$ cat config.mk
export PLATFORM = sky130hd
export DESIGN_NAME = nvc_ctrl
export DESIGN_NICKNAME = d
export VERILOG_FILES = /design/src/logic/nvc_pkg.sv /design/src/logic/nvc_rc_tick.sv /design/src/logic/nvc_ctrl.sv
export SDC_FILE = /design/constraint.sdc
export NUM_CORES = 2
export LEC_CHECK = 0
export BUFFER_PORTS_ARGS = -buffer_cell sky130_fd_sc_hd__buf_2
export CAP_MARGIN = 10
export CORE_AREA = 5 5 539 541
export CTS_CLUSTER_DIAMETER = 100
export DETAILED_ROUTE_END_ITERATION = 8
export DIE_AREA = 0 0 544 546
export PLACE_DENSITY = 0.75
export SETUP_SLACK_MARGIN = 0.02
export SYNTH_ARGS = -nofsm -noshare
export SYNTH_HDL_FRONTEND = slang
export SYNTH_HIERARCHICAL = 1
export SYNTH_SLANG_ARGS = --single-unit
$ cat constraint.sdc
create_clock -name ref_clk_in -period 19.95 [get_ports ref_clk_in]
set_clock_uncertainty 0.2 [all_clocks]
set_input_delay 0.9975 -clock ref_clk_in [delete_from_list [all_inputs] [get_ports ref_clk_in]]
set_output_delay 0.9975 -clock ref_clk_in [all_outputs]
set_load 0.02 [all_outputs]
$ cat src/logic/nvc_pkg.sv
// package: register map, field layout and timing of the nv access controller
package nvc_pkg;

  // ------------------------------------------------------------
  // register offsets (i/o space)
  // ------------------------------------------------------------
  localparam logic [7:0] NVC_OFS_ADDR_LO = 8'h21;
  localparam logic [7:0] NVC_OFS_ADDR_HI = 8'h22;
  localparam logic [7:0] NVC_OFS_DATA    = 8'h20;
  localparam logic [7:0] NVC_OFS_CTRL    = 8'h1f;

  // ------------------------------------------------------------
  // control register fields
  // ------------------------------------------------------------
  localparam int NVC_BIT_READ   = 0;
  localparam int NVC_BIT_WRITE  = 1;
  localparam int NVC_BIT_MASTER = 2;
  localparam int NVC_BIT_RIE    = 3;
  localparam int NVC_BIT_PM_LO  = 4;
  localparam int NVC_BIT_PM_HI  = 5;

  localparam logic [1:0] NVC_PM_RESET = 2'h0;

  // ------------------------------------------------------------
  // timing
  // ------------------------------------------------------------
  localparam logic [2:0]  NVC_MASTER_CYCLES   = 3'h4;
  localparam logic [2:0]  NVC_WR_STALL_CYCLES = 3'h2;
  localparam logic [2:0]  NVC_RD_STALL_CYCLES = 3'h4;
  localparam int          NVC_PROG_RC_CYCLES  = 26368;
  localparam int          NVC_PROG_TIME_US    = 3300;
  localparam int          NVC_CLK_MHZ         = 100;
  localparam int          NVC_ADDR_W          = 9;
  localparam int          NVC_DEPTH           = 512;

  // ------------------------------------------------------------
  // types
  // ------------------------------------------------------------
  typedef enum logic [1:0] {
    NVC_PM_ATOMIC = 2'b00,
    NVC_PM_ERASE  = 2'b01,
    NVC_PM_WRITE  = 2'b10,
    NVC_PM_RSVD   = 2'b11
  } nvc_mode_t;

  typedef enum logic [1:0] {
    NVC_ST_IDLE = 2'b00,
    NVC_ST_PROG = 2'b01
  } nvc_state_t;

  typedef struct packed {
    logic       wr;
    logic       rd;
    logic [7:0] addr;
    logic [7:0] wdata;
  } nvc_io_t;

endpackage : nvc_pkg

$ cat src/logic/nvc_rc_tick.sv
// rc oscillator stand-in: one-cycle tick divider
`timescale 1ns/1ps
module nvc_rc_tick
  import nvc_pkg::*;
#(
  parameter int DIV = 12
) (
  input  wire logic ref_clk_in,
  input  wire logic rst_b_in,
  output logic      tick_out
);

  logic [7:0] cnt_r;

  always_ff @(posedge ref_clk_in or negedge rst_b_in) begin
    if (!rst_b_in) begin
      cnt_r    <= 8'h00;
      tick_out <= 1'b0;
    end else if (cnt_r == 8'(DIV - 1)) begin
      cnt_r    <= 8'h00;
      tick_out <= 1'b1;
    end else begin
      cnt_r    <= cnt_r + 8'h01;
      tick_out <= 1'b0;
    end
  end

endmodule : nvc_rc_tick

$ cat src/logic/nvc_ctrl.sv
// nv byte access controller: address, data, control registers and array
//
// Contract
// [RULE1] bytes addressed 0..top; unused address-high bits read zero
// [RULE2] software writes zero to address bit 8 on the small variant
// [RULE3] address undefined after reset; software loads it before use
// [RULE4] data register supplies write byte; holds read byte after read
// [RULE5] control bits 7..6 read zero
// [RULE6] mode 00 erase+write, 01 erase, 10 write; 11 reserved
// [RULE7] mode writes ignored while write strobe set
// [RULE8] reset clears mode unless programming in progress
// [RULE9] ready irq held while enable, global enable, strobe clear
// [RULE10] no ready irq during write or self-programming
// [RULE11] master enable self-clears four cycles after set
// [RULE12] strobe within four cycles of master starts write, else nothing
// [RULE13] software follows the documented write sequence
// [RULE14] no programming while flash self-programming is active
// [RULE15] strobe clears at write end; setting it stalls cpu two cycles
// [RULE16] read strobe fetches byte at once; cpu stalled four cycles
// [RULE17] no read and no address change while write in progress
// [RULE18] write time counted in 26368 rc oscillator cycles
// [RULE19] software keeps interrupts off during the write sequence
// [RULE20] write in progress completes through a reset
`timescale 1ns/1ps
module nvc_ctrl
  import nvc_pkg::*;
#(
  parameter int PROG_CYCLES = NVC_PROG_RC_CYCLES,
  parameter int RC_DIV      = 12,
  parameter int ADDR_W      = NVC_ADDR_W
) (
  input  wire logic       ref_clk_in,
  input  wire logic       rst_b_in,
  input  wire logic       io_wr_in,
  input  wire logic       io_rd_in,
  input  wire logic [7:0] io_addr_in,
  input  wire logic [7:0] io_wdata_in,
  input  wire logic       global_irq_en_in,
  input  wire logic       self_program_enable_in,
  output logic      [7:0] io_rdata_out,
  output logic            cpu_stall_out,
  output logic            ready_irq_out,
  output logic            prog_busy_out
);

  // ------------------------------------------------------------
  // bus decode
  // ------------------------------------------------------------
  nvc_io_t io;
  assign io = '{wr: io_wr_in, rd: io_rd_in, addr: io_addr_in,
                wdata: io_wdata_in};

  // one write strobe per register offset
  function automatic logic reg_write(input nvc_io_t    bus,
                                     input logic [7:0] ofs);
    reg_write = bus.wr && bus.addr == ofs;
  endfunction : reg_write

  logic wr_lo, wr_hi, wr_data, wr_ctrl;
  assign wr_lo   = reg_write(io, NVC_OFS_ADDR_LO);
  assign wr_hi   = reg_write(io, NVC_OFS_ADDR_HI);
  assign wr_data = reg_write(io, NVC_OFS_DATA);
  assign wr_ctrl = reg_write(io, NVC_OFS_CTRL);

  // ------------------------------------------------------------
  // state
  // ------------------------------------------------------------
  logic [8:0]  addr_r;
  logic [7:0]  data_r;
  logic [1:0]  mode_r;
  logic        rie_r;
  logic        master_r;
  logic [2:0]  master_cnt_r;
  logic        strobe_r;
  logic [14:0] prog_cnt_r;
  logic        rst_seen_r;
  logic [2:0]  stall_cnt_r;
  nvc_state_t  state_r;
  logic [7:0]  mem_r [NVC_DEPTH];
  logic        rc_tick;

  logic start_wr, start_rd, prog_done, busy;
  assign busy      = state_r == NVC_ST_PROG;
  // strobe only counts inside the master window, never while flash busy
  assign start_wr  = wr_ctrl && io.wdata[NVC_BIT_WRITE] && master_r
                     && !busy
                     && !self_program_enable_in; // see [RULE12] [RULE14]
  assign start_rd  = wr_ctrl && io.wdata[NVC_BIT_READ] && !busy; // see [RULE17]
  assign prog_done = busy && rc_tick &&
                     prog_cnt_r == 15'(PROG_CYCLES - 1); // see [RULE18]

  function automatic logic [8:0] addr_mask(input logic [8:0] a);
    addr_mask = a & 9'((1 << ADDR_W) - 1);
  endfunction : addr_mask

  // ------------------------------------------------------------
  // helpers
  // ------------------------------------------------------------
  // byte left in the cell once a programming pass ends
  function automatic logic [7:0] prog_result(
    input logic [1:0] mode,
    input logic [7:0] old_byte,
    input logic [7:0] new_byte
  );
    case (mode)
      NVC_PM_ATOMIC: prog_result = new_byte;
      NVC_PM_ERASE:  prog_result = 8'hff;
      NVC_PM_WRITE:  prog_result = old_byte & new_byte;
      default:       prog_result = old_byte;
    endcase
  endfunction : prog_result

  // control register as software sees it; read strobe reads zero
  function automatic logic [7:0] ctrl_image(
    input logic [1:0] mode,
    input logic       rie,
    input logic       master,
    input logic       strobe
  );
    ctrl_image                              = 8'h00; // see [RULE5]
    ctrl_image[NVC_BIT_PM_HI:NVC_BIT_PM_LO] = mode;
    ctrl_image[NVC_BIT_RIE]                 = rie;
    ctrl_image[NVC_BIT_MASTER]              = master;
    ctrl_image[NVC_BIT_WRITE]               = strobe;
  endfunction : ctrl_image

  // rc oscillator stand-in, divided down from the system clock

  nvc_rc_tick #(.DIV(RC_DIV)) u_rc (
    .ref_clk_in (ref_clk_in),
    .rst_b_in   (rst_b_in),
    .tick_out   (rc_tick)
  );

  // ------------------------------------------------------------
  // address and data registers
  // ------------------------------------------------------------
  always_ff @(posedge ref_clk_in) begin
    if (!busy) begin // see [RULE17] [RULE3]
      if (wr_lo)
        addr_r[7:0] <= io.wdata;
      if (wr_hi)
        addr_r <= addr_mask({io.wdata[0], addr_r[7:0]}); // see [RULE1]
    end
  end

  always_ff @(posedge ref_clk_in) begin
    if (start_rd)
      data_r <= mem_r[addr_mask(addr_r)]; // see [RULE16] [RULE4]
    else if (wr_data)
      data_r <= io.wdata;
  end

  // ------------------------------------------------------------
  // programming sequencer; survives reset while busy
  // ------------------------------------------------------------
  // leave idle only on an accepted strobe
  always_ff @(posedge ref_clk_in) begin
    case (state_r)
      NVC_ST_IDLE: begin
        if (start_wr)
          state_r <= NVC_ST_PROG;
      end
      NVC_ST_PROG: begin
        if (prog_done)
          state_r <= NVC_ST_IDLE; // see [RULE20]
      end
      default: state_r <= NVC_ST_IDLE;
    endcase
    if (!rst_seen_r && !busy)
      state_r <= NVC_ST_IDLE;
  end

  // rc cycles spent on the current pass
  always_ff @(posedge ref_clk_in) begin
    if (!busy)
      prog_cnt_r <= 15'h0000;
    else if (rc_tick)
      prog_cnt_r <= prog_cnt_r + 15'h0001; // see [RULE18]
  end

  // first clock after power: sequencer not yet defined
  always_ff @(posedge ref_clk_in or negedge rst_b_in) begin
    if (!rst_b_in)
      rst_seen_r <= 1'b0;
    else
      rst_seen_r <= 1'b1;
  end

  always_ff @(posedge ref_clk_in) begin
    if (prog_done)
      mem_r[addr_mask(addr_r)] <= prog_result(mode_r,
                                              mem_r[addr_mask(addr_r)],
                                              data_r); // see [RULE6]
  end

  // ------------------------------------------------------------
  // strobe and mode: kept through reset while programming
  // ------------------------------------------------------------
  always_ff @(posedge ref_clk_in) begin
    if (!rst_b_in && !busy) begin
      mode_r   <= NVC_PM_RESET; // see [RULE8]
      strobe_r <= 1'b0;
    end else begin
      if (wr_ctrl && !strobe_r)
        mode_r <= io.wdata[NVC_BIT_PM_HI:NVC_BIT_PM_LO]; // see [RULE7]
      if (start_wr)
        strobe_r <= 1'b1;
      else if (prog_done)
        strobe_r <= 1'b0; // see [RULE15]
    end
  end

  // ------------------------------------------------------------
  // ready enable and master window
  // ------------------------------------------------------------
  always_ff @(posedge ref_clk_in or negedge rst_b_in) begin
    if (!rst_b_in) begin
      rie_r <= 1'b0;
    end else if (wr_ctrl) begin
      rie_r <= io.wdata[NVC_BIT_RIE]; // see [RULE9]
    end
  end

  // opened only by a master write with the strobe bit clear
  logic master_set;
  assign master_set = wr_ctrl && io.wdata[NVC_BIT_MASTER]
                      && !io.wdata[NVC_BIT_WRITE];

  always_ff @(posedge ref_clk_in or negedge rst_b_in) begin
    if (!rst_b_in) begin
      master_r     <= 1'b0;
      master_cnt_r <= 3'h0;
    end else if (master_set) begin
      master_r     <= 1'b1;
      master_cnt_r <= NVC_MASTER_CYCLES;
    end else if (master_cnt_r != 3'h0) begin
      master_cnt_r <= master_cnt_r - 3'h1;
      if (master_cnt_r == 3'h1)
        master_r <= 1'b0; // see [RULE11]
    end
  end

  // ------------------------------------------------------------
  // cpu stall, interrupt, read data
  // ------------------------------------------------------------
  always_ff @(posedge ref_clk_in or negedge rst_b_in) begin
    if (!rst_b_in) begin
      stall_cnt_r <= 3'h0;
    end else if (start_rd) begin
      stall_cnt_r <= NVC_RD_STALL_CYCLES - 3'h1; // see [RULE16]
    end else if (start_wr) begin
      stall_cnt_r <= NVC_WR_STALL_CYCLES - 3'h1; // see [RULE15]
    end else if (stall_cnt_r != 3'h0) begin
      stall_cnt_r <= stall_cnt_r - 3'h1;
    end
  end

  // stall stands while the counter drains
  always_ff @(posedge ref_clk_in or negedge rst_b_in) begin
    if (!rst_b_in)
      cpu_stall_out <= 1'b0;
    else
      cpu_stall_out <= start_rd || start_wr || stall_cnt_r != 3'h0;
  end

  always_ff @(posedge ref_clk_in or negedge rst_b_in) begin
    if (!rst_b_in) begin
      ready_irq_out <= 1'b0;
    end else begin
      ready_irq_out <= rie_r && global_irq_en_in && !strobe_r
                       && !start_wr // see [RULE9]
                       && !self_program_enable_in; // see [RULE10]
    end
  end

  // busy follows the sequencer, which keeps running through a reset
  always_ff @(posedge ref_clk_in) begin
    prog_busy_out <= busy || start_wr; // see [RULE20]
  end

  always_ff @(posedge ref_clk_in or negedge rst_b_in) begin
    if (!rst_b_in) begin
      io_rdata_out <= 8'h00;
    end else if (io.rd) begin
      case (io.addr)
        NVC_OFS_ADDR_LO: io_rdata_out <= addr_r[7:0];
        NVC_OFS_ADDR_HI: io_rdata_out <= {7'h00, addr_r[8]}; // see [RULE1]
        NVC_OFS_DATA:    io_rdata_out <= data_r;
        NVC_OFS_CTRL:    io_rdata_out <= ctrl_image(mode_r, rie_r, master_r,
                                                    strobe_r);
        default:         io_rdata_out <= 8'h00;
      endcase
    end
  end

endmodule : nvc_ctrl

Word level (Yosys, flattened, before mapping)
Memories as Yosys holds them, arrays and structs flattened.
Cells that the tools add are included.

word-level totals
  bits in registers = 66
  latch bits = 0
  bits in writable memories = 4,096
  ROM bits = 0
  bits of input ports = 22
  output and inout port bits = 11
  logic and storage cells = 104
  memories kept = 1

cells by class
  add/subtract/negate cells = 4
  multipliers = 0
  div/mod/pow operators = 0
  magnitude comparators = 0
  equal/unequal tests = 12
  shift operators = 0
  muxes and demuxes = 22
  bitwise operators = 3
  reductions and logical operators = 44

memory list
  name   words  width  rd ports  clocked after memory_dff  wr ports  RTL line        text
  mem_r  512    8      1         0                         1         nvc_ctrl.sv:79  logic [7:0] mem_r [NVC_DEPTH];

operators by type and width
  cell                                                                    number
  8-bit two-way mux                                                       4
  8-bit case mux with 4 select lines                                      1
  8-bit by 6-bit equality test with 1-bit output (second input constant)  3
  8-bit case mux with 3 select lines                                      1
  1-bit logical AND                                                       21
  15-bit by 1-bit adder with 15-bit output (second input constant)        1
  15-bit equality test (second input constant)                            1
  3-bit two-way mux                                                       5
  3-bit nonzero test                                                      3
  8-bit by 1-bit adder with 8-bit output (second input constant)          1
  8-bit AND                                                               1
  8-bit by 4-bit equality test with 1-bit output (second input constant)  1
  8-bit by 5-bit equality test with 1-bit output (second input constant)  1
  1-bit two-way mux                                                       8
  2-bit nonzero test                                                      4
  1-bit zero test                                                         7
  2-bit AND reduction                                                     3
  3-bit by 1-bit subtractor with 3-bit output (second input constant)     2
  2-bit by 1-bit equality test with 1-bit output (second input constant)  2
  2-bit zero test                                                         2
  2-bit two-way mux                                                       2
  2-bit != test (second input constant)                                   2
  2-bit case mux with 2 select lines                                      1
  3-bit by 1-bit equality test with 1-bit output (second input constant)  1
  4 further kinds                                                         7

Logic depth before layout (Yosys ltp)
  word-level depth = 9
  gate-level depth with buffers = 16
  mapped depth without buffers = 8

Cells and area by module
Netlist, hierarchy kept.

by module, submodules not included
  module       times used  cells an instance  area each (µm²)  sequential area each (µm²)
  nvc_ctrl     1           7,792              161,304.7        124,384.3
  nvc_rc_tick  1           32                 379.1            225.2

Worst setup path before layout
Ideal clock, no wire load.

  kind = reg-to-reg
  start point = reg addr_r[1]
  end point = mem mem_r[0][5], data pin
  library setup time = 3.255 ns
  arrival time = 17.808 ns
  required time = 16.495 ns
  setup slack = -1.313 ns
  cell stages (with the launch flop) = 16
  path buffers = 7
  clock period less this slack = 21.263 ns
  cell sequence = edfxtp_1 buf_4 buf_6 buf_4 buf_2 buf_2 buf_2 buf_2 mux2i_1 a221oi_1 o21ai_0 o21ai_0 o21ai_0 nand4_1 nor4_1 a31oi_1

between the ends
  longest elaborated chain between the ends = 4

RTL lines
  item                                  RTL line         text
  start, declared                       nvc_ctrl.sv:68   logic [8:0] addr_r;
  start signal, assigned                nvc_ctrl.sv:141  addr_r[7:0] <= io.wdata;
  start signal, assigned                nvc_ctrl.sv:143  addr_r <= addr_mask({io.wdata[0], addr_r[7:0]});
  memory 512 x 8 bit *                  n/a
  8-bit AND                             nvc_ctrl.sv:108  NVC_PM_WRITE: prog_result = old_byte & new_byte;
  8-bit case mux with 3 select lines *  nvc_ctrl.sv:105  case (mode)
  8-bit two-way mux *                   nvc_ctrl.sv:191  if (prog_done)
  end, declared                         nvc_ctrl.sv:79

Every way passes the cells marked *; elsewhere a longest branch is shown, timed or not. The select of a mux whose other input is x is not followed.

Worst setup path in the final report
  start point = reg addr_r[0]
  end point = mem mem_r[317][2], data pin

The elaborated chain is that of the path after synthesis.

==> flow_summary.toml <==
[power]
power_density_mw_per_mm2 = 95.0
max_ir_drop_vdd_mv = 0.0739
cellLeakagePower_nw = 55.9

[synthesis]
async_flop_share_pct = 0.673
ys_seq_elements = 4161
synth.net_count = 7853
avgSynthCellArea_um2 = 20.7
synth_edf_count = 4113
ys_top_cells_by_area = "sky130_fd_sc_hd__edfxtp_1 (76%), sky130_fd_sc_hd__mux4_2 (13%), sky130_fd_sc_hd__mux2i_1 (2.4%)"
number_of_distinct_library_cells_after_synthesis = 80
yosysWarningCount = 6
syn_area_mm2 = 0.162
post-synth-top-area-cell = "sky130_fd_sc_hd__edfxtp_1"
synthCells = 7824
area_share_of_the_largest_cell_type_after_synthesis_pct = 76.4
synth.yosys.seq_area_share_pct = 77.1
postSynth.topFlopCell = "sky130_fd_sc_hd__edfxtp_1"

[flow_run]
max_cap_violations = 0

[clocking]
clkTransAtPathRegs_ps = 70
cts-buffers-inserted = 403
clock_insertion_delay_worst_skew_ps = 940
cts-root-buf = "sky130_fd_sc_hd__clkbuf_16"
cts-htree-levels = 5
cts_tree = "yes"
cts_num_sinks = 4161
cts_max_path_buffers = 4

[setup_path]
cp.required_ps = 20260
timing.critical_path.slowest_stage_cell = "sky130_fd_sc_hd__nor4_1"
crit_path_top_cell_by_count = "sky130_fd_sc_hd__buf_4"
timing.critical_path.fanout_max = 97
cp.arrival_ps = 10370
worstPathCellList = "buf_4 > buf_4 > buf_4 > buf_4 > buf_4 > mux4_2 > mux2i_1 > o22ai_1 > nor4_1 > nand4_1 > nor4_1 > o2111a_1 > a21oi_4 > buf_4 > buf_4 > buf_4"
timing.critical_path.slowest_cell_delay_ps = 1030
crit_type = "reg2reg"
end_kind = "flop"
startpoint_type = "flop"

[grt]
number_of_global_route_vias_before_repair = 83500
first_pass_grt_wire_length_um = 622000
antenna_found_initial = 32
overflow = 0
globalRouteTotalUtil_pct = 29.3
grt_start_max_net_pins = 243

[sta]
maxSlewViolCount = 0
totalNegativeSetupSlack_ps = 0
worstMarginPinSlew_ps = 1350
setup-violations-final = 0
timing.final.hold_violations = 0
fin_crit_sh_pct = 50.4
rsz0062_at_grt = "no"
min_period_ps = 10060
fmaxAchievable_mhz = 99.4
slew_headroom_pct = 9.06

[detailed_routing]
detail_route.drc_violations = 0
routedWlPerCell_um = 36.1
drt_wl_total_um = 435000
drt.antenna.violating_nets = 0
number_of_design_rule_violations_left_by_the_first_detailed_router_iteration = 13000
routed_via_density = 6.98
detailedRoute.firstPassIterationCount = 9
via_count = 84200

[floorplan]
initial_core_util_pct = 56.8
die_x_um = 544
core.rowCount = 196
fp.coreArea_mm2 = 0.284
die-area_mm2 = 0.297
floorplan.die.height_um = 546
floorplan.io_pins = 33

[cells_and_area]
final_layout_size_suffix_gt1_share_pct = 21.7
layout.nets = 7995
areaGrowthSynthToFinish_pct = 10.7
post_route_cell_area_mm2 = 0.179
most-common-layout-cells = "sky130_fd_sc_hd__edfxtp_1 (4113), sky130_fd_sc_hd__mux4_2 (899), sky130_fd_sc_hd__nor2_1 (593)"
layout.cells.most_common = "sky130_fd_sc_hd__edfxtp_1"
layout.filler_cells = 18300

[outcome]
run_status = "finished clean"

[placed_design]
detailed_place.area_mm2 = 0.166
globalplace.congestion = 0.885
detailedPlacementHpwl_um = 261000
port_buffers = 32

[worst_hold_path]
min-delay-path-class = "in2reg"
-- power breakdown --
part	switching [mW]	total (mW)	leakage [nW]	internal (mW)
logic	0.0551	0.0836	12.2	0.0285
registers	0.00496	9.48	37.5	9.47
clock network	3.25	7.45	6.24	4.20
-- layout make-up --
type                            instances  area, um2  share of cell area (%)
Tap cell                             3762       4710                    2.63
Clock inverter                        247       2310                    1.29
Timing Repair Buffer                  233       1900                    1.06
Sequential cell                      4161     125000                    69.6
Antenna cell                           16       40.0                  0.0224
Multi-Input combinational cell       3151      35000                    19.5
Clock buffer                          476      10400                    5.81
Inverter                               16       68.8                  0.0384
-- state kept, by name (all words and copies together), names as in the netlist --
register	flops
ready_irq_out	1
prog_cnt_r	15
u_rc/cnt_r	8
rie_r	1
cpu_stall_out	1
addr_r	9
state_r	1
strobe_r	1
data_r	8
mem_r	4096
master_r	1
u_rc/tick_out	1
stall_cnt_r	3
master_cnt_r	3
mode_r	2
rst_seen_r	1
io_rdata_out	8
prog_busy_out	1
-- final timing paths --
check                                        startpoint                 endpoint  slack, ps  cells past startpoint
worst max-delay path                addr_r[0]$_DFFE_PP_  mem_r[317][2]$_DFFE_PP_       9890                     16
worst min-delay path             self_program_enable_in  ready_irq_out$_DFF_PN0_        170                      3
worst max register to register      addr_r[0]$_DFFE_PP_  mem_r[317][2]$_DFFE_PP_       9890                     16
worst min register to register  u_rc/cnt_r[0]$_DFF_PN0_  u_rc/cnt_r[0]$_DFF_PN0_        270                      1
max in group asynchronous                      rst_b_in     rst_seen_r$_DFF_PN0_      18640                      2
min in group asynchronous                      rst_b_in        rie_r$_DFFE_PN0N_        460                      2
-- kinds of logic (layout without fill, tap and decap cells) --
logic type | Yosys count | count (layout) | share of synthesized area (%)
adders and majority gates | 7 | 7 | 0.0542
muxes | 1310 | 1310 | 15.1
DFF | 4161 | 4161 | 77.1
AOI/OAI and AO/OA | 618 | 618 | 2.75
other | 1 | 17 | 0.00232
and+or+nand+nor | 1197 | 1197 | 3.40
xor gates and xnor gates | 18 | 18 | 0.0975
buffers and inverters | 512 | 972 | 1.54
-- critical path: cells and delay by family (launching register included) --
| kind | cells | cell delay (ps) |
|---|---|---|
| buf+inv | 8 | 4840 |
| simple gates | 3 | 1590 |
| mux | 2 | 1200 |
| compound gates | 3 | 1050 |
| flops | 1 | 350 |
-- synth_stat cells, drive strengths merged, types with 13 or more instances --
cell type	instances
mux4	900
a22oi	183
nand3	120
nand2	174
and2	24
mux2	15
dfrtp	28
nand4	115
nor2	598
dfxtp	20
and3	24
o21ai	59
or4	16
nor2b	19
a22o	38
xnor2	13
edfxtp	4113
mux2i	395
clkbuf	232
buf	264
nor3	23
inv	15
a32oi	31
o22ai	71
nor4	23
a31oi	29
a221oi	40
a21oi	70
o32ai	15
-- metrics by stage --
stage | hold slack, ps | setup WS (ps) | std cells | utilization (%) | total power [mW]
2_1_floorplan | 228 | 510 | 7824 | - | 9.72
3_3_place_gp | 243 | 10340 | 11300 | 58.4 | 9.74
3_5_place_dp | 262 | 10230 | 11300 | 58.4 | 9.75
4_1_cts | 115 | 10170 | 12000 | 62.9 | 17.0
5_1_grt | 163 | 9540 | 12000 | 62.9 | 17.4
6_report | 166 | 9890 | 12100 | 62.9 | 17.0
-- repair_timing --
action / CTS / global route
endpoints found under the hold margin: 28 / 0
gates resized for setup: 0 / 0
hold buffers: 1 / 0
buffers inserted: 0 / 0
-- layer usage --
layer / GRT usage, % / wire length, um / up-vias
met5: 0 / 107 / -
li1: - / - / 32900
met4: 15.6 / 29000 / 18
met3: 7.89 / 57800 / 1298
met2: 44.3 / 201000 / 6571
met1: 39.4 / 147000 / 43400
Note: power is estimated with default switching activity, not from simulation.
